--- config.mk ---
export PLATFORM = sky130hd
export DESIGN_NAME = dri_init_core
export DESIGN_NICKNAME = d
export VERILOG_FILES = /design/src/dri_pkg.sv /design/src/dri_burst_order.sv /design/src/dri_init_core.sv
export SDC_FILE = /design/constraint.sdc
export NUM_CORES = 1
export LEC_CHECK = 0
export ABC_AREA = 1
export CORE_ASPECT_RATIO = 0.5
export CORE_MARGIN = 5
export CORE_UTILIZATION = 40
export CTS_CLUSTER_SIZE = 8
export DETAILED_ROUTE_END_ITERATION = 8
export DONT_BUFFER_PORTS = 1
export PLACE_DENSITY = 0.59
export REMOVE_ABC_BUFFERS = 1
export SETUP_SLACK_MARGIN = 0.05
export SLEW_MARGIN = 20
export SYNTH_ARGS = -nofsm -noshare
export SYNTH_HDL_FRONTEND = slang
export SYNTH_HIERARCHICAL = 1
export SYNTH_SLANG_ARGS = --single-unit
--- constraint.sdc ---
create_clock -name hclk -period 4.9 [get_ports hclk]
set_input_delay 0 -clock hclk [delete_from_list [all_inputs] [get_ports hclk]]
set_output_delay 0 -clock hclk [all_outputs]
set_load 0.01 [all_outputs]
--- src/dri_pkg.sv ---
package dri_pkg;

  // ==========================================================================
  // Timing
  localparam int DRI_CLK_MHZ    = 125;
  localparam int DRI_T_INIT_US  = 500;
  localparam int DRI_INIT_CYC   = DRI_T_INIT_US * DRI_CLK_MHZ;
  localparam int DRI_DLLK_TCK   = 512;
  localparam int DRI_ZQINIT_TCK = 512;
  localparam int DRI_WAIT_W     = 12;
  localparam int DRI_INIT_W     = 17;

  // ==========================================================================
  // Register map
  localparam logic [7:0] DRI_OFS_CTRL   = 8'h00;
  localparam logic [7:0] DRI_OFS_STATUS = 8'h04;
  localparam logic [7:0] DRI_OFS_BANK   = 8'h08;
  localparam logic [7:0] DRI_OFS_ORDER  = 8'h0c;
  localparam logic [7:0] DRI_OFS_MR0    = 8'h10;
  localparam logic [7:0] DRI_OFS_MR1    = 8'h14;
  localparam logic [7:0] DRI_OFS_MR2    = 8'h18;
  localparam logic [7:0] DRI_OFS_MR3    = 8'h1c;
  localparam logic [7:0] DRI_OFS_LAST   = 8'h20;
  localparam int         DRI_CTRL_EN    = 0;
  localparam int         DRI_CTRL_CLR   = 1;
  localparam logic [1:0] DRI_CTRL_RST   = 2'h1;

  // ==========================================================================
  // Command and address fields
  localparam logic [2:0] DRI_CMD_MRS = 3'h0;
  localparam logic [2:0] DRI_CMD_PRE = 3'h2;
  localparam logic [2:0] DRI_CMD_ACT = 3'h3;
  localparam logic [2:0] DRI_CMD_WR  = 3'h4;
  localparam logic [2:0] DRI_CMD_RD  = 3'h5;
  localparam logic [2:0] DRI_CMD_ZQ  = 3'h6;
  localparam int         DRI_A_AP      = 10;
  localparam int         DRI_A_BC      = 12;
  localparam int         DRI_A_DLLRST  = 8;
  localparam int         DRI_MR0_BT    = 3;
  localparam logic [1:0] DRI_BL_OTF    = 2'h1;
  localparam logic [1:0] DRI_BL_FIX4   = 2'h2;
  localparam int         DRI_NBANK     = 8;

  // ==========================================================================
  // Types
  typedef struct packed {
    logic        rst_n;
    logic        cke;
    logic        odt;
    logic        cs_n;
    logic        ras_n;
    logic        cas_n;
    logic        we_n;
    logic        ck;
    logic [2:0]  ba;
    logic [15:0] a;
  } dri_pins_t;

  typedef enum logic [2:0] {
    ST_RST      = 3'h0,
    ST_INIT     = 3'h1,
    ST_WAIT_CKE = 3'h2,
    ST_MRS      = 3'h3,
    ST_CAL      = 3'h4,
    ST_READY    = 3'h5
  } dri_state_t;

endpackage

--- src/dri_burst_order.sv ---
`timescale 1ns/100ps
module dri_burst_order
  import dri_pkg::*;
(
  // Clock and reset
  input  wire logic        hclk,
  input  wire logic        hresetn,
  // Burst request
  input  wire logic        load,
  input  wire logic [2:0]  start,
  input  wire logic        interleave,
  input  wire logic        chop,
  input  wire logic        is_wr,
  // Beat order, three bits per beat
  output logic      [23:0] order_q
);

  logic [23:0] order_d;
  logic [2:0]  s;

  // ==========================================================================
  // Start column, writes align to the burst boundary
  always_comb
  begin
    s = start;
    if (is_wr)
      s = chop ? {start[2], 2'h0} : 3'h0;
  end

  // ==========================================================================
  // Beat order
  for (genvar i = 0; i < 8; i++)
  begin : g_beat
    localparam logic [2:0] IB = 3'(i);
    assign order_d[3*i +: 3] = interleave ? (s ^ IB)
                             : {s[2] ^ IB[2], 2'(s[1:0] + IB[1:0])};
  end

  always_ff @(posedge hclk or negedge hresetn)
  begin
    if (!hresetn)
      order_q <= '0;
    else if (load)
      order_q <= order_d;
  end

  a_first_beat: assert property (@(posedge hclk) disable iff (!hresetn)
    load && !is_wr |=> order_q[2:0] == $past(start))
    else $error("first beat differs from start column");

endmodule // dri_burst_order

--- src/dri_init_core.sv ---
// Local design decisions: the register offsets and the AHB-Lite interface to the registers.
`timescale 1ns/100ps
// Contract
// - 500 us after reset release the device initialises without clock.
// - Termination stays off during reset and until CKE first registered high.
// - Eight banks with 8n prefetch, two words per clock at pins.
// - Bursts are eight or chopped four, in programmed order from column; writes here start at the burst boundary, not the column.
// - Active takes bank and row; Active precedes read or write.
// - Read or write takes column; A10 auto precharge; A12 chops on fly.
// - Mode writes and DLL reset leave array contents unchanged.
module dri_init_core
  import dri_pkg::*;
#(
  parameter int INIT_CYC = DRI_INIT_CYC
)(
  // Clock and reset
  input  wire logic        hclk,
  input  wire logic        hresetn,
  // AHB-Lite slave
  input  wire logic        hsel,
  input  wire logic [31:0] haddr,
  input  wire logic [1:0]  htrans,
  input  wire logic        hwrite,
  input  wire logic [2:0]  hsize,
  input  wire logic [31:0] hwdata,
  input  wire logic        hready,
  output logic      [31:0] hrdata,
  output logic             hreadyout,
  output logic             hresp,
  // Device pins
  input  wire dri_pins_t   pins,
  // Device status
  output logic             term_en_q,
  output logic             dev_ready
);

  dri_pins_t               p1_q;
  dri_pins_t               p_q;
  logic                    ck_prev_q;
  logic                    ck_rise;
  dri_state_t              st_q;
  logic [DRI_INIT_W-1:0]   init_cnt_q;
  logic                    cke_seen_q;
  logic [2:0]              cmd;
  logic                    cmd_v;
  logic                    cmd_mrs;
  logic                    cmd_zq;
  logic                    cmd_act;
  logic                    cmd_pre;
  logic                    cmd_rw;
  logic                    rw_ok;
  logic                    chop;
  logic [15:0]             mr_q [4];
  logic [1:0]              ctrl_q;
  logic                    bank_clr;
  logic [DRI_NBANK-1:0]    bank_open_q;
  logic [15:0]             last_row_q;
  logic [9:0]              last_col_q;
  logic [2:0]              last_bank_q;
  logic                    last_chop_q;
  logic                    last_ap_q;
  logic [1:0]              wait_trig;
  logic [1:0]              wait_done;
  logic [23:0]             order_q;
  logic                    ph_wr_q;
  logic [7:0]              ph_adr_q;
  logic [31:0]             rd_d;
  logic [31:0]             hrdata_q;

  // ==========================================================================
  // Pin synchroniser and CK edge detect
  always_ff @(posedge hclk or negedge hresetn)
  begin
    if (!hresetn)
    begin
      p1_q      <= '0;
      p_q       <= '0;
      ck_prev_q <= 1'b0;
    end
    else
    begin
      p1_q      <= pins;
      p_q       <= p1_q;
      ck_prev_q <= p_q.ck;
    end
  end

  assign ck_rise = p_q.ck && !ck_prev_q;
  assign cmd     = {p_q.ras_n, p_q.cas_n, p_q.we_n};
  assign cmd_v   = ck_rise && p_q.cke && !p_q.cs_n && p_q.rst_n;
  assign cmd_mrs = cmd_v && cmd == DRI_CMD_MRS && (st_q == ST_MRS || st_q == ST_READY);
  assign cmd_zq  = cmd_v && cmd == DRI_CMD_ZQ && st_q != ST_INIT && st_q != ST_WAIT_CKE;
  assign cmd_act = cmd_v && cmd == DRI_CMD_ACT && dev_ready && ctrl_q[DRI_CTRL_EN];
  assign cmd_pre = cmd_v && cmd == DRI_CMD_PRE && dev_ready && ctrl_q[DRI_CTRL_EN];
  assign cmd_rw  = cmd_v && (cmd == DRI_CMD_RD || cmd == DRI_CMD_WR)
                   && dev_ready && ctrl_q[DRI_CTRL_EN];
  assign rw_ok   = cmd_rw && bank_open_q[p_q.ba];
  assign chop    = mr_q[0][1:0] == DRI_BL_FIX4
                   || (mr_q[0][1:0] == DRI_BL_OTF && !p_q.a[DRI_A_BC]);
  assign dev_ready = st_q == ST_READY;

  // ==========================================================================
  // Initialisation sequence
  always_ff @(posedge hclk or negedge hresetn)
  begin
    if (!hresetn)
      st_q <= ST_RST;
    else if (!p_q.rst_n)
      st_q <= ST_RST;
    else
      unique case (st_q)
        ST_RST:      st_q <= ST_INIT;
        ST_INIT:     if (init_cnt_q == DRI_INIT_W'(INIT_CYC - 1)) st_q <= ST_WAIT_CKE;
        ST_WAIT_CKE: if (ck_rise && p_q.cke) st_q <= ST_MRS;
        ST_MRS:      if (cmd_zq) st_q <= ST_CAL;
        ST_CAL:      if (&wait_done) st_q <= ST_READY;
        ST_READY:    st_q <= ST_READY;
        default:     st_q <= ST_RST;
      endcase
  end

  always_ff @(posedge hclk or negedge hresetn)
  begin
    if (!hresetn)
      init_cnt_q <= '0;
    else if (st_q == ST_INIT)
      init_cnt_q <= init_cnt_q + 1'b1;
    else
      init_cnt_q <= '0;
  end

  // ==========================================================================
  // Termination gate
  always_ff @(posedge hclk or negedge hresetn)
  begin
    if (!hresetn)
      cke_seen_q <= 1'b0;
    else if (!p_q.rst_n)
      cke_seen_q <= 1'b0;
    else if (ck_rise && p_q.cke && st_q != ST_RST)
      cke_seen_q <= 1'b1;
  end

  always_ff @(posedge hclk or negedge hresetn)
  begin
    if (!hresetn)
      term_en_q <= 1'b0;
    else
      term_en_q <= p_q.rst_n && cke_seen_q && p_q.odt;
  end

  // ==========================================================================
  // DLL lock and calibration timers, counted in CK cycles
  assign wait_trig[0] = cmd_mrs && p_q.ba == 3'h0 && p_q.a[DRI_A_DLLRST];
  assign wait_trig[1] = cmd_zq;

  for (genvar i = 0; i < 2; i++)
  begin : g_wait
    localparam logic [DRI_WAIT_W-1:0] LEN = DRI_WAIT_W'(i == 0 ? DRI_DLLK_TCK : DRI_ZQINIT_TCK);
    logic [DRI_WAIT_W-1:0] left_q;
    logic                  armed_q;
    always_ff @(posedge hclk or negedge hresetn)
    begin
      if (!hresetn)
      begin
        left_q  <= '0;
        armed_q <= 1'b0;
      end
      else if (!p_q.rst_n)
      begin
        left_q  <= '0;
        armed_q <= 1'b0;
      end
      else if (wait_trig[i])
      begin
        left_q  <= LEN;
        armed_q <= 1'b1;
      end
      else if (ck_rise && left_q != '0)
        left_q <= left_q - 1'b1;
    end
    assign wait_done[i] = armed_q && left_q == '0;
  end

  // ==========================================================================
  // Mode registers
  always_ff @(posedge hclk or negedge hresetn)
  begin
    if (!hresetn)
      for (int j = 0; j < 4; j++) mr_q[j] <= '0;
    else if (cmd_mrs && !p_q.ba[2])
      mr_q[p_q.ba[1:0]] <= p_q.a;
  end

  // ==========================================================================
  // Bank state
  always_ff @(posedge hclk or negedge hresetn)
  begin
    if (!hresetn)
      bank_open_q <= '0;
    else if (!p_q.rst_n)
      bank_open_q <= '0;
    else if (cmd_act)
      bank_open_q <= (bank_clr ? '0 : bank_open_q) | DRI_NBANK'(1 << p_q.ba);
    else if (bank_clr || (cmd_pre && p_q.a[DRI_A_AP]))
      bank_open_q <= '0;
    else if (cmd_pre || (rw_ok && p_q.a[DRI_A_AP]))
      bank_open_q[p_q.ba] <= 1'b0;
  end

  always_ff @(posedge hclk or negedge hresetn)
  begin
    if (!hresetn)
    begin
      last_row_q  <= '0;
      last_col_q  <= '0;
      last_bank_q <= '0;
      last_chop_q <= 1'b0;
      last_ap_q   <= 1'b0;
    end
    else if (cmd_act)
    begin
      last_row_q  <= p_q.a;
      last_bank_q <= p_q.ba;
    end
    else if (rw_ok)
    begin
      last_col_q  <= p_q.a[9:0];
      last_bank_q <= p_q.ba;
      last_chop_q <= chop;
      last_ap_q   <= p_q.a[DRI_A_AP];
    end
  end

  dri_burst_order u_order (
    .hclk       (hclk),
    .hresetn    (hresetn),
    .load       (rw_ok),
    .start      (p_q.a[2:0]),
    .interleave (mr_q[0][DRI_MR0_BT]),
    .chop       (chop),
    .is_wr      (cmd == DRI_CMD_WR),
    .order_q    (order_q)
  );

  // ==========================================================================
  // AHB-Lite slave, zero wait states
  always_comb
  begin
    unique case (haddr[7:0])
      DRI_OFS_CTRL:   rd_d = {30'h0, ctrl_q};
      DRI_OFS_STATUS: rd_d = {24'h0, last_ap_q, last_chop_q, dev_ready, term_en_q,
                              cke_seen_q, st_q};
      DRI_OFS_BANK:   rd_d = {24'h0, bank_open_q};
      DRI_OFS_ORDER:  rd_d = {8'h0, order_q};
      DRI_OFS_MR0:    rd_d = {16'h0, mr_q[0]};
      DRI_OFS_MR1:    rd_d = {16'h0, mr_q[1]};
      DRI_OFS_MR2:    rd_d = {16'h0, mr_q[2]};
      DRI_OFS_MR3:    rd_d = {16'h0, mr_q[3]};
      DRI_OFS_LAST:   rd_d = {1'b0, last_bank_q, 2'h0, last_col_q, last_row_q};
      default:        rd_d = '0;
    endcase
  end

  always_ff @(posedge hclk or negedge hresetn)
  begin
    if (!hresetn)
    begin
      ph_wr_q  <= 1'b0;
      ph_adr_q <= '0;
      hrdata_q <= '0;
    end
    else
    begin
      ph_wr_q  <= hsel && hready && htrans[1] && hwrite;
      ph_adr_q <= haddr[7:0];
      if (hsel && hready && htrans[1] && !hwrite)
        hrdata_q <= rd_d;
    end
  end

  assign bank_clr = ph_wr_q && ph_adr_q == DRI_OFS_CTRL && hwdata[DRI_CTRL_CLR];

  always_ff @(posedge hclk or negedge hresetn)
  begin
    if (!hresetn)
      ctrl_q <= DRI_CTRL_RST;
    else if (ph_wr_q && ph_adr_q == DRI_OFS_CTRL)
      ctrl_q <= {1'b0, hwdata[DRI_CTRL_EN]};
  end

  assign hrdata    = hrdata_q;
  assign hreadyout = 1'b1;
  assign hresp     = 1'b0;

  // ==========================================================================
  // Checks
  a_term_reset: assert property (@(posedge hclk) disable iff (!hresetn)
    !p_q.rst_n |=> !term_en_q)
    else $error("termination on during reset");

  a_term_pre_cke: assert property (@(posedge hclk) disable iff (!hresetn)
    !cke_seen_q |=> !term_en_q)
    else $error("termination on before first CKE");

  a_init_len: assert property (@(posedge hclk) disable iff (!hresetn)
    st_q == ST_WAIT_CKE && $past(st_q) == ST_INIT
    |-> $past(init_cnt_q) == DRI_INIT_W'(INIT_CYC - 1))
    else $error("initialisation wait wrong length");

  a_act_opens: assert property (@(posedge hclk) disable iff (!hresetn)
    cmd_act |=> bank_open_q[$past(p_q.ba)])
    else $error("active did not open bank");

  a_rw_closed: assert property (@(posedge hclk) disable iff (!hresetn)
    cmd_rw && !bank_open_q[p_q.ba] |=> $stable(last_col_q) && $stable(order_q))
    else $error("access to closed bank accepted");

  a_ap_closes: assert property (@(posedge hclk) disable iff (!hresetn)
    rw_ok && p_q.a[DRI_A_AP] |=> !bank_open_q[$past(p_q.ba)])
    else $error("auto precharge left bank open");

  a_mrs_banks: assert property (@(posedge hclk) disable iff (!hresetn)
    cmd_mrs && p_q.rst_n && !bank_clr |=> bank_open_q == $past(bank_open_q))
    else $error("mode write changed bank state");

  a_fix4_chop: assert property (@(posedge hclk) disable iff (!hresetn)
    rw_ok && mr_q[0][1:0] == DRI_BL_FIX4 |=> last_chop_q)
    else $error("fixed chop not applied");

endmodule // dri_init_core

==> results.md, run 1 <==
* Outcome: finished with violations
* Violated checks: hold timing
* Initial core utilization at 40.8%
* Highest fanout seen on the critical path at 20
* Die Height at 129 µm
* Register area share after synthesis at 56.0%
* Yosys top cell area share at 55.7%
* Largest net degree at the start of global routing at 254
* Die area at 0.0320 mm²
* Maximum clock frequency at 396 MHz
* Top cells by area, synth: dfrtp_1 56%, nand2_1 13%, o21ai_0 5.8%, nand3_1 5.0%, nor2_1 4.0%
* CTS root buf: clkbuf_16
* Initial DRC count at 779
* Die span in x at 248 µm
* #FFs+latches synth at 253
* Routed length per placed instance at 15.7 µm
* First drt pass iteration count at 5
* Area of the multi-input gates at 0.00418 mm²
* Final min period at 2.52 ns
* Crit. End Element: flip-flop
* Fillers at 2,714
* Ys async rst share at 100%
* Clock slew at reported path FFs at 0.05 ns
* Initial antenna violation count at 1
* DP Wirelength at 17,500 µm
* Pwr/cell area at 418 mW/mm²
* Hold Buf Count CTS at 39
* Cell count after synthesis at 1,348
* Synth cell count leaders: 399 x nand2_1, 252 x dfrtp_1, 132 x o21ai_0
* Slew Viols, Final at 0
* Ratio of cells with drive above 1 in the final layout at 5.95%
* Skew-Pair Late Insertion Delay at 0.51 ns
* Core Area at 0.0278 mm²
* CTS tree: yes
* Leading area contributor after synthesis: dfrtp_1
* CTS max path bufs at 3
* Vias in the first global route at 8,961
* Routed WL at 27,700 µm
* Register area at 0.00633 mm²
* Most frequent cell after synthesis: nand2_1
* Maximum vdd drop at 0.170 mV
* # Post-CTS Setup Buffers at 0
* R2R cell count at 9
* Number of nets in the layout at 1,478
* Max incr delay on CP at 0.68 ns
* Post-DR vias/cell at 5.04
* Avg Inst Size Synth at 8.39 µm²
* Ys flop type: dfrtp_1
* Gp weighted congestion at 0.835
* Synth warn at 6
* Actual slew at the worst max-slew pin at 1.09 ns
* Setup crit start kind: flip-flop
* Tcrit/Tclk final at 51.5%
* Count of input and output buffers at 0
* Critical Path RT at 5.31 ns
* IO Pins at 137
* Netlist cell types at 39
* Crit path kind: reg2reg
* Gr ovfl total at 0
* Final Skew at 0.0153 ns
* Post-synth EDFFs at 0
* CTS Buf Count at 37
* H-tree Lvls at 2
* Final Hold Fails at 253
* P&R area growth vs syn at 13.7%
* Slew HR at 26.9%
* Most frequent CP cell: nand2_1
* CTS sink cnt at 253
* Site row count at 43
* Setup total negative slack at 0 ns
* First-pass GRT wire length at 46,500 µm
* WHS at -0.802 ns
* Worst hold path class: in2async
* Pleak at 6.22 nW
* Drc violations at 0
* Final setup fails at 0
* Vias at 8,885
* GRT Overall Usage at 18.1%
* Total of max-cap violations at 0
* Crit path max-delay cell type: nand3_1
* RSZ-0062 raised after global routing: false
* Cells along the critical path: buf_4 -> nand2_1 -> nor2_2 -> nand2_1 -> nor2_2 -> nand3_1 -> nand2_2 -> nand2_1 -> o21ai_0
* Post-route ant nets at 0
* Cell Area, Synth at 0.0113 mm²
* Critical Path AT at 2.94 ns
repair_timing:
item                                    CTS  global route
endpoints found under the setup margin    0             0
gates resized for setup                   0             0
endpoints found under the hold margin   323           253
registers in the layout, summed over array words and instances (netlist names), 2 cells and up:
signal and count:
bank_open_q 8, g_wait.armed_q 2, p_q 24, st_q 3, g_wait.left_q 24, last_row_q 16, last_col_q 10, ph_adr_q 8
init_cnt_q 17, hrdata 29, u_order/order_q 8, last_bank_q 3, p1_q 27, mr_q 64, cmd 3
through the flow:
step	util, %	cells	power [W]	setup WS (ns)	instance area, µm²
after floorplan	-	1289	0.00298	2.90	11000
after global placement	41.4	1676	0.00314	2.44	11500
after detailed placement	41.4	1676	0.00318	2.40	11500
after CTS	46.3	1761	0.00544	2.38	12900
after global routing	46.3	1762	0.00570	2.11	12900
final	46.3	1762	0.00538	2.38	12900
kinds of logic (layout without fill, tap and decap cells):
logic type	after synthesis	in the layout	synth area share, %
and+or+nand+nor	697	697	26.2
DFF	253	253	56.0
AOI/OAI and AO/OA	186	186	8.55
buffers and inverters	186	214	7.22
xor gates and xnor gates	19	19	1.47
adders and majority gates	5	5	0.553
other	2	6	0.0664
critical path: cells and delay by family, from the launching register on:
kind / cells / cell delay [ns]
flops: 1 / 0.32
buf+inv: 1 / 0.24
simple gates: 7 / 1.78
compound gates: 1 / 0.09
cells in the final DEF, fill, tap and decap left out, types with 4 or more instances in the layout:
cell type	instances
nand2_1	398
dfrtp_1	252
o21ai_0	132
nor2_1	119
inv_1	114
nand3_1	112
dlygate4sd3_1	39
clkbuf_16	37
a21oi_1	34
nor3_1	19
xor2_1	15
nand4_1	14
nor2_2	10
inv_2	9
nand2_2	6
clkbuf_1	6
o31ai_1	5
o21ai_1	5
ha_1	5
conb_1	5
buf_4	5
xnor2_1	4
final cells by class:
| class | instances | area share, % |
|---|---|---|
| antenna | 1 | 0.0195 |
| clock buffer | 43 | 7.37 |
| clock inverter | 3 | 0.175 |
| inverter | 124 | 3.62 |
| multi-input combinational | 912 | 32.5 |
| sequential | 253 | 49.2 |
| tap | 382 | 3.72 |
| timing repair buffer | 44 | 3.33 |
path summary, 6_finish.rpt:
path / slack, ns / to / from
max: 2.38 / last_bank_q[1] / p_q[26]
min: -0.80 / p1_q[11] / hresetn
max reg2reg: 2.38 / last_bank_q[1] / p_q[26]
min reg2reg: 0.34 / p_q[14] / p1_q[14]
max in group asynchronous: 5.37 / p1_q[22] / hresetn
min in group hclk: 0.02 / hrdata[11] / haddr[3]
power breakdown:
| group | internal (W) | total (W) | switching, W |
|---|---|---|---|
| Clock | 0.00134 | 0.00220 | 0.000853 |
| Sequential | 0.00222 | 0.00233 | 0.000112 |
| Combinational | 0.000305 | 0.000851 | 0.000546 |
| Total | 0.00387 | 0.00538 | 0.00151 |
per-layer routing:
layer,up-vias,share of wire (%),GRT usage (%)
met4,0,2.5,6.00
met2,246,47,30.3
met5,-,0,0
met1,4266,45,23.9
met3,57,5.1,3.32
li1,4316,-,-
No activity file was read; power rests on OpenSTA's default activity.
==> inputs of run 2 (changes only) <==
- ABC_AREA: 1 -> 0
- clock period: 4.9 -> 2.6 ns (I/O delays scaled with it)
==> run 2 against run 1 <==
Via count decreased by 22%. Final cell count decreased by 26%. Core utilization increased by 0.74 points. Clock skew increased by 0.0036 ns. Largest cell class unchanged. The run still ends with hold timing left. Fmax increased by 12%. Synthesized area decreased by 4.2%. Cell area decreased by 2.9%. Sequential share of layout area increased by 1.5 points. Critical path type unchanged. Die area decreased by 3.9%. Worst setup slack got worse by 2.0 ns. First-iteration DRC count decreased by 32%.
==> results.md, run 2 <==
* Critical Path RT at 3.01 ns (-2.30 ns)
* Count of input and output buffers at 0 (unchanged)
* Outcome: finished with violations
* Buf+Inv Stages, Crit Path at 0 (-1)
* Tcrit/Tclk final at 87.0% (+35 points)
* Maximum clock frequency at 442 MHz (+12%)
* Final min period at 2.26 ns (-0.262 ns)
* Initial core utilization at 40.8% (+0.092 points)
* Largest family of logic cells by synthesized area: simple AND/OR/NAND/NOR gates
* Routed length per placed instance at 19.4 µm (+23%)
* Final setup fails at 0 (unchanged)
* Ratio of cells with drive above 1 in the final layout at 18.2% (+12 points)
* P&R area growth vs syn at 15.2%
* Most frequent cells in the layout: 252 x dfrtp_1, 96 x nand2_1, 86 x mux2_2
* Largest Register: mr_q
* CTS tree: yes
* Simple-gate share of the synthesized area at 12.9% (-13 points)
* Drc violations at 0 (unchanged)
* Initial antenna violation count at 1 (unchanged)
* Ys flop type: dfrtp_1
* Vias at 6,972 (-22%)
* Max incr delay on CP at 0.57 ns (-0.11 ns)
* Maximum vdd drop at 0.363 mV (+110%)
* Uppermost layer routed: met4
* Avg Inst Size Synth at 12.0 µm² (+43%)
* Final Skew at 0.0189 ns (+0.00356 ns)
* Post-CTS sizing at 0 (unchanged)
* RSZ-0062 raised after global routing: false
* Initial DRC count at 527 (-32%)
* Diode count at 0 (-1)
* Wire length on met1 at 12,100 µm (-3.3%)
* Most common cell after layout, fill and taps aside: dfrtp_1
* Setup crit start kind: flip-flop
* Top cells by area, synth: dfrtp_1 58%, mux2_2 8.9%, nand2_1 3.3%, mux4_2 3.1%, o21ai_0 2.1%
* WHS at -0.823 ns (-0.0208 ns)
* DP Wirelength at 15,300 µm (-13%)
* Synth warn at 6 (unchanged)
* Gp weighted congestion at 0.829 (-0.74%)
* Worst Setup Slack, final at 0.338 ns (-2.04 ns)
* Setup total negative slack at 0 ns (unchanged)
* Crit path max-delay cell type: dfrtp_1
* Post-DR vias/cell at 5.35 (+6.0%)
* Post-synth EDFFs at 0 (unchanged)
* Mux share of post-synthesis cell area at 12.7% (+13 points)
* IO Pins at 137 (unchanged)
* CTS root buf: clkbuf_16
* H-tree Lvls at 2 (unchanged)
* Yosys top cell area share at 58.2% (+2.4 points)
* Site row count at 42 (-2.3%)
* Crit path kind: reg2reg
* First-pass GRT wire length at 40,900 µm (-12%)
* CTS sink cnt at 253 (unchanged)
* Most frequent cell after synthesis: dfrtp_1
* Hold Buf Count CTS at 39 (unchanged)
* Clock slew at reported path FFs at 0.05 ns (about the same)
* Met2 routed WL at 11,300 µm (-14%)
* Cell count after synthesis at 905 (-33%)
* DR WL met3 at 1350 µm (-4.7%)
* Violated checks: hold timing
* #FFs+latches synth at 253 (unchanged)
* Synth Area in XOR/XNOR at 2.75% (+1.3 points)
* Pwr/cell area at 733 mW/mm² (+75%)
* # Post-CTS Setup Buffers at 0 (unchanged)
* Post-route ant nets at 0 (unchanged)
* Worst slack, placed at 0.306 ns (-2.09 ns)
* Die area at 0.0307 mm² (-3.9%)
* Post-Synth Adder-Cell Area at 0.577% (+0.024 points)
* Routed WL at 25,200 µm (-9.0%)
* First drt pass iteration count at 4 (-1)
* Compound-Gate Fraction of Synth Area at 8.23% (-0.32 points)
* Actual slew at the worst max-slew pin at 0.694 ns (-0.400 ns)
* Pleak at 5.63 nW (-9.6%)
* CTS Buf Count at 37 (unchanged)
* Final Hold Fails at 253 (unchanged)
* Gr ovfl total at 0 (unchanged)
* Critical Path AT at 2.67 ns (-0.27 ns)
* Total of max-cap violations at 0 (unchanged)
* Vias in the first global route at 7,239 (-19%)
* Final core utilization at 47.1% (+0.74 points)
* GRT Overall Usage at 16.7% (-1.4 points)
* Leading area contributor after synthesis: dfrtp_1
* Largest net degree at the start of global routing at 254 (unchanged)
* Synth cell count leaders: 252 x dfrtp_1, 96 x nand2_1, 86 x mux2_2
* Core Area at 0.0265 mm² (-4.4%)
* Register area share after synthesis at 58.4% (+2.4 points)
* Fillers at 2,369 (-13%)
* Number of nets in the layout at 1,050 (-29%)
* Highest fanout seen on the critical path at 12 (-40%)
* Register area at 0.00633 mm² (unchanged)
* Slew HR at 53.6% (+27 points)
* Largest delay share family, worst path: simple AND/OR/NAND/NOR gates
* Worst hold path class: in2async
* Skew-Pair Late Insertion Delay at 0.53 ns (+0.02 ns)
* Slew Viols, Final at 0 (unchanged)
* CTS max path bufs at 3 (unchanged)
* Die span in x at 243 µm (-2.0%)
* Area of the multi-input gates at 0.00405 mm² (-3.3%)
* Ys async rst share at 100% (unchanged)
* Crit. End Element: flip-flop
* Largest register FFs at 64 (unchanged)
* Die Height at 126 µm (-2.0%)
* Netlist cell types at 64 (+64%)
* Cells along the critical path: nand4b_1 -> or4_4 -> or2_1 -> nand2_2 -> mux2_2
* Cell Area, Synth at 0.0108 mm² (-4.2%)
[run 2: power breakdown]
part           switching [W]  leakage [nW]  internal (W)
sequential          0.000126          3.38       0.00408
combinational       0.000375          1.76      0.000334
clock                0.00169         0.485       0.00255
[run 2: final cells by class]
cell class,instances,area share [%]
clock buffers,43,7.59
clock inverters,4,0.371
inverters,33,0.992
multi-input cells,560,32.4
flip-flops and latches,253,50.7
well taps,352,3.53
repair buffers,59,4.43
[run 2: layer usage]
metal | GRT usage (%) | up-vias
li1 | - | 3233
met5 | 0 | -
met1 | 23.9 | 3571
met4 | 4.97 | 0
met2 | 25.7 | 132
met3 | 3.61 | 36
[run 2: per-stage QoR]
step / cell area, µm² / hold WS [ns] / instances / power, W
5_1_grt: 12500 / -0.847 / 1304 / 0.00954
4_1_cts: 12500 / -0.848 / 1304 / 0.00926
3_5_place_dp: 11100 / -0.289 / 1218 / 0.00492
3_3_place_gp: 11100 / -0.289 / 1218 / 0.00489
2_1_floorplan: 10500 / -0.296 / 846 / 0.00473
6_report: 12500 / -0.823 / 1304 / 0.00916
[run 2: kinds of logic after synthesis]
logic type / Yosys count
flops: 253
fa+ha+maj: 5
compound gates: 135
buf+inv: 95
other cells: 2
xor+xnor: 34
mux: 108
simple gates: 273
[run 2: path summary, 6_finish.rpt]
check                          from        endpoint  slack (ns)  cells after the start
setup reg to reg            st_q[2]  last_bank_q[0]        0.34                      5
max in group asynchronous   hresetn       ctrl_q[0]        3.14                      0
min in group hclk          haddr[2]       hrdata[7]        0.02                      5
hold / removal              hresetn        mr_q[15]       -0.82                      0
setup / recovery            st_q[2]  last_bank_q[0]        0.34                      5
hold reg to reg            p1_q[12]         p_q[12]        0.34                      0
==> inputs of run 3 (changes only) <==
- CORE_UTILIZATION: 40 -> 60
- PLACE_DENSITY: 0.59 -> 0.81
==> run 3 against run 2 <==
Largest power group is now registers. Critical path depth unchanged. Non-clock buffer count decreased by 1. Sequential cell count unchanged. Final cell count decreased by 9.1%. The run still ends with hold timing left. Count of clock-buffer cells in the layout unchanged. Fmax decreased by 3.0%. Critical endpoint is now mr_q[21]. Critical path type unchanged. Core utilization increased by 23 points.
==> results.md, run 3 (synthesis results as in run 2) <==
* Total of max-cap violations at 0 (unchanged)
* Worst hold path class: in2async
* Die Height at 105 µm (-17%)
* Switch Pwr at 0.00215 W (-1.6%)
* Post-DR vias/cell at 6.15 (+15%)
* Largest Register: mr_q
* P&R area growth vs syn at 13.7%
* Final setup fails at 0 (unchanged)
* Slew Viols, Final at 0 (unchanged)
* CTS Buf Count at 37 (unchanged)
* Power Internal at 0.00697 W (about the same)
* CTS sink cnt at 253 (unchanged)
* Violated checks: hold timing
* Die area at 0.0210 mm² (-32%)
* Most frequent cells in the layout: 252 x dfrtp_1, 96 x nand2_1, 86 x mux2_2
* DR WL met3 at 2040 µm (+51%)
* Crit. End Element: flip-flop
* Hold Buf Count CTS at 38 (-2.6%)
* Final min period at 2.33 ns (+0.0694 ns)
* Core Area at 0.0176 mm² (-34%)
* Pleak at 5.62 nW (-0.17%)
* Wire length on met1 at 10,400 µm (-14%)
* First drt pass iteration count at 5 (+1)
* RSZ-0062 raised after global routing: false
* Critical Path AT at 2.72 ns (+0.05 ns)
* Site row count at 34 (-19%)
* # Post-CTS Setup Buffers at 0 (unchanged)
* Most common cell after layout, fill and taps aside: dfrtp_1
* Largest register FFs at 64 (unchanged)
* Uppermost layer routed: met4
* R2r setup slk at 0.27 ns (-0.07 ns)
* Clock Power Share at 45.8% (-0.5 points)
* CTS tree: yes
* R2R cell count at 5 (unchanged)
* WHS at -0.814 ns (+0.00886 ns)
* Cells along the critical path: nor4_1 -> and3b_1 -> nand2_1 -> buf_4 -> mux2_2
* Initial core utilization at 61.7% (+21 points)
* DP Wirelength at 15,000 µm (-2.2%)
* Initial DRC count at 773 (+47%)
* Clock slew at reported path FFs at 0.05 ns (about the same)
* Number of nets in the layout at 1,049 (-0.095%)
* Final Skew at 0.0187 ns (-0.000186 ns)
* Comb power frac at 7.9% (+0.2 points)
* GRT Overall Usage at 24.4% (+7.7 points)
* Overall Power at 0.00912 W (-0.38%)
* Tcrit/Tclk final at 89.7% (+2.7 points)
* Slew HR at 50.9% (-2.7 points)
* Vias at 7,289 (+4.5%)
* R2r endpoint: mr_q[21]
* Drc violations at 0 (unchanged)
* Maximum clock frequency at 429 MHz (-3.0%)
* Maximum vdd drop at 0.521 mV (+44%)
* Critical Path RT at 2.98 ns (-0.03 ns)
* First-pass GRT wire length at 41,000 µm (+0.35%)
* Initial antenna violation count at 0 (-1)
* Pwr/cell area at 741 mW/mm² (+1.0%)
* H-tree Lvls at 2 (unchanged)
* Sequential Power Share at 46.3% (+0.3 points)
* Routed length per placed instance at 21.0 µm (+8.7%)
* Highest fanout seen on the critical path at 13 (+1)
* Gp weighted congestion at 0.860 (+3.8%)
* Fillers at 1,125 (-53%)
* Worst R2R Start: p_q[18]
* Crit path kind: reg2reg
* Met2 routed WL at 11,700 µm (+3.6%)
* Vias in the first global route at 7,750 (+7.1%)
* CTS root buf: clkbuf_16
* IO Pins at 137 (unchanged)
* Crit path max-delay cell type: dfrtp_1
* Setup crit start kind: flip-flop
* Skew-Pair Late Insertion Delay at 0.51 ns (-0.02 ns)
* Count of input and output buffers at 0 (unchanged)
* Routed WL at 24,900 µm (-1.2%)
* Post-route ant nets at 0 (unchanged)
* Diode count at 0 (unchanged)
* Area of the multi-input gates at 0.00405 mm² (unchanged)
* Ratio of cells with drive above 1 in the final layout at 18.2% (+0.019 points)
* Die span in x at 200 µm (-18%)
* Gr ovfl total at 0 (unchanged)
* Max incr delay on CP at 0.56 ns (about the same)
* Switching part of the total power at 23.6% (-0.30 points)
* CTS max path bufs at 3 (unchanged)
* Actual slew at the worst max-slew pin at 0.727 ns (+0.0325 ns)
* Post-CTS sizing at 0 (unchanged)
* Final Hold Fails at 253 (unchanged)
* Register area at 0.00633 mm² (unchanged)
* Largest net degree at the start of global routing at 254 (unchanged)
* Outcome: finished with violations
==> run 3: worst max-delay path, delay by kind of cell, from the launching register on <==
| family | cells | cell delay, ns |
|---|---|---|
| and+or+nand+nor | 3 | 1.03 |
| muxes | 1 | 0.29 |
| DFF | 1 | 0.56 |
| buffers and inverters | 1 | 0.33 |
==> run 3: power by group through the flow <==
stage          registers (W)  logic [W]  clock network (W)
3_3_place_gp         0.00427   0.000618                  0
5_1_grt              0.00423   0.000814            0.00444
6_report             0.00422   0.000725            0.00418
4_1_cts              0.00422   0.000722            0.00424
2_1_floorplan        0.00424   0.000488                  0
3_5_place_dp         0.00427   0.000653                  0
==> run 3: area by class of cell <==
class / count / area share (%)
tap: 234 / 2.38
inverter: 33 / 1.01
clock inverter: 4 / 0.376
timing repair buffer: 58 / 4.31
multi-input combinational: 560 / 32.8
clock buffer: 43 / 7.70
sequential: 253 / 51.4
==> run 3: layer usage <==
| metal | GRT usage [%] | up-vias |
|---|---|---|
| li1 | - | 3239 |
| met1 | 33.7 | 3679 |
| met2 | 38.0 | 298 |
| met3 | 6.30 | 73 |
| met4 | 8.33 | 0 |
| met5 | 0 | - |
==> run 3: stage by stage <==
step	instances	utilization, %	worst slack [ns]	TNS, ns	cell area, µm²
2_1_floorplan	846	-	-0.0198	-0.188	10500
3_3_place_gp	1100	62.3	0.458	0	10900
5_1_grt	1185	70.1	0.187	0	12300
3_5_place_dp	1100	62.3	0.377	0	10900
6_report	1185	70.1	0.269	0	12300
4_1_cts	1185	70.1	0.329	0	12300
==> run 3: worst max-delay path by stage <==
stage,cells after the start,slack (ns),to,start
finish,5,0.27,mr_q[21],p_q[18]
global route,6,0.19,mr_q[21],st_q[0]
CTS,5,0.33,mr_q[21],p_q[18]
detailed placement,5,0.38,mr_q[30],p_q[18]
global placement,5,0.46,mr_q[30],p_q[18]
floorplan,4,-0.02,g_wait[0].left_q[0],p_q[18]
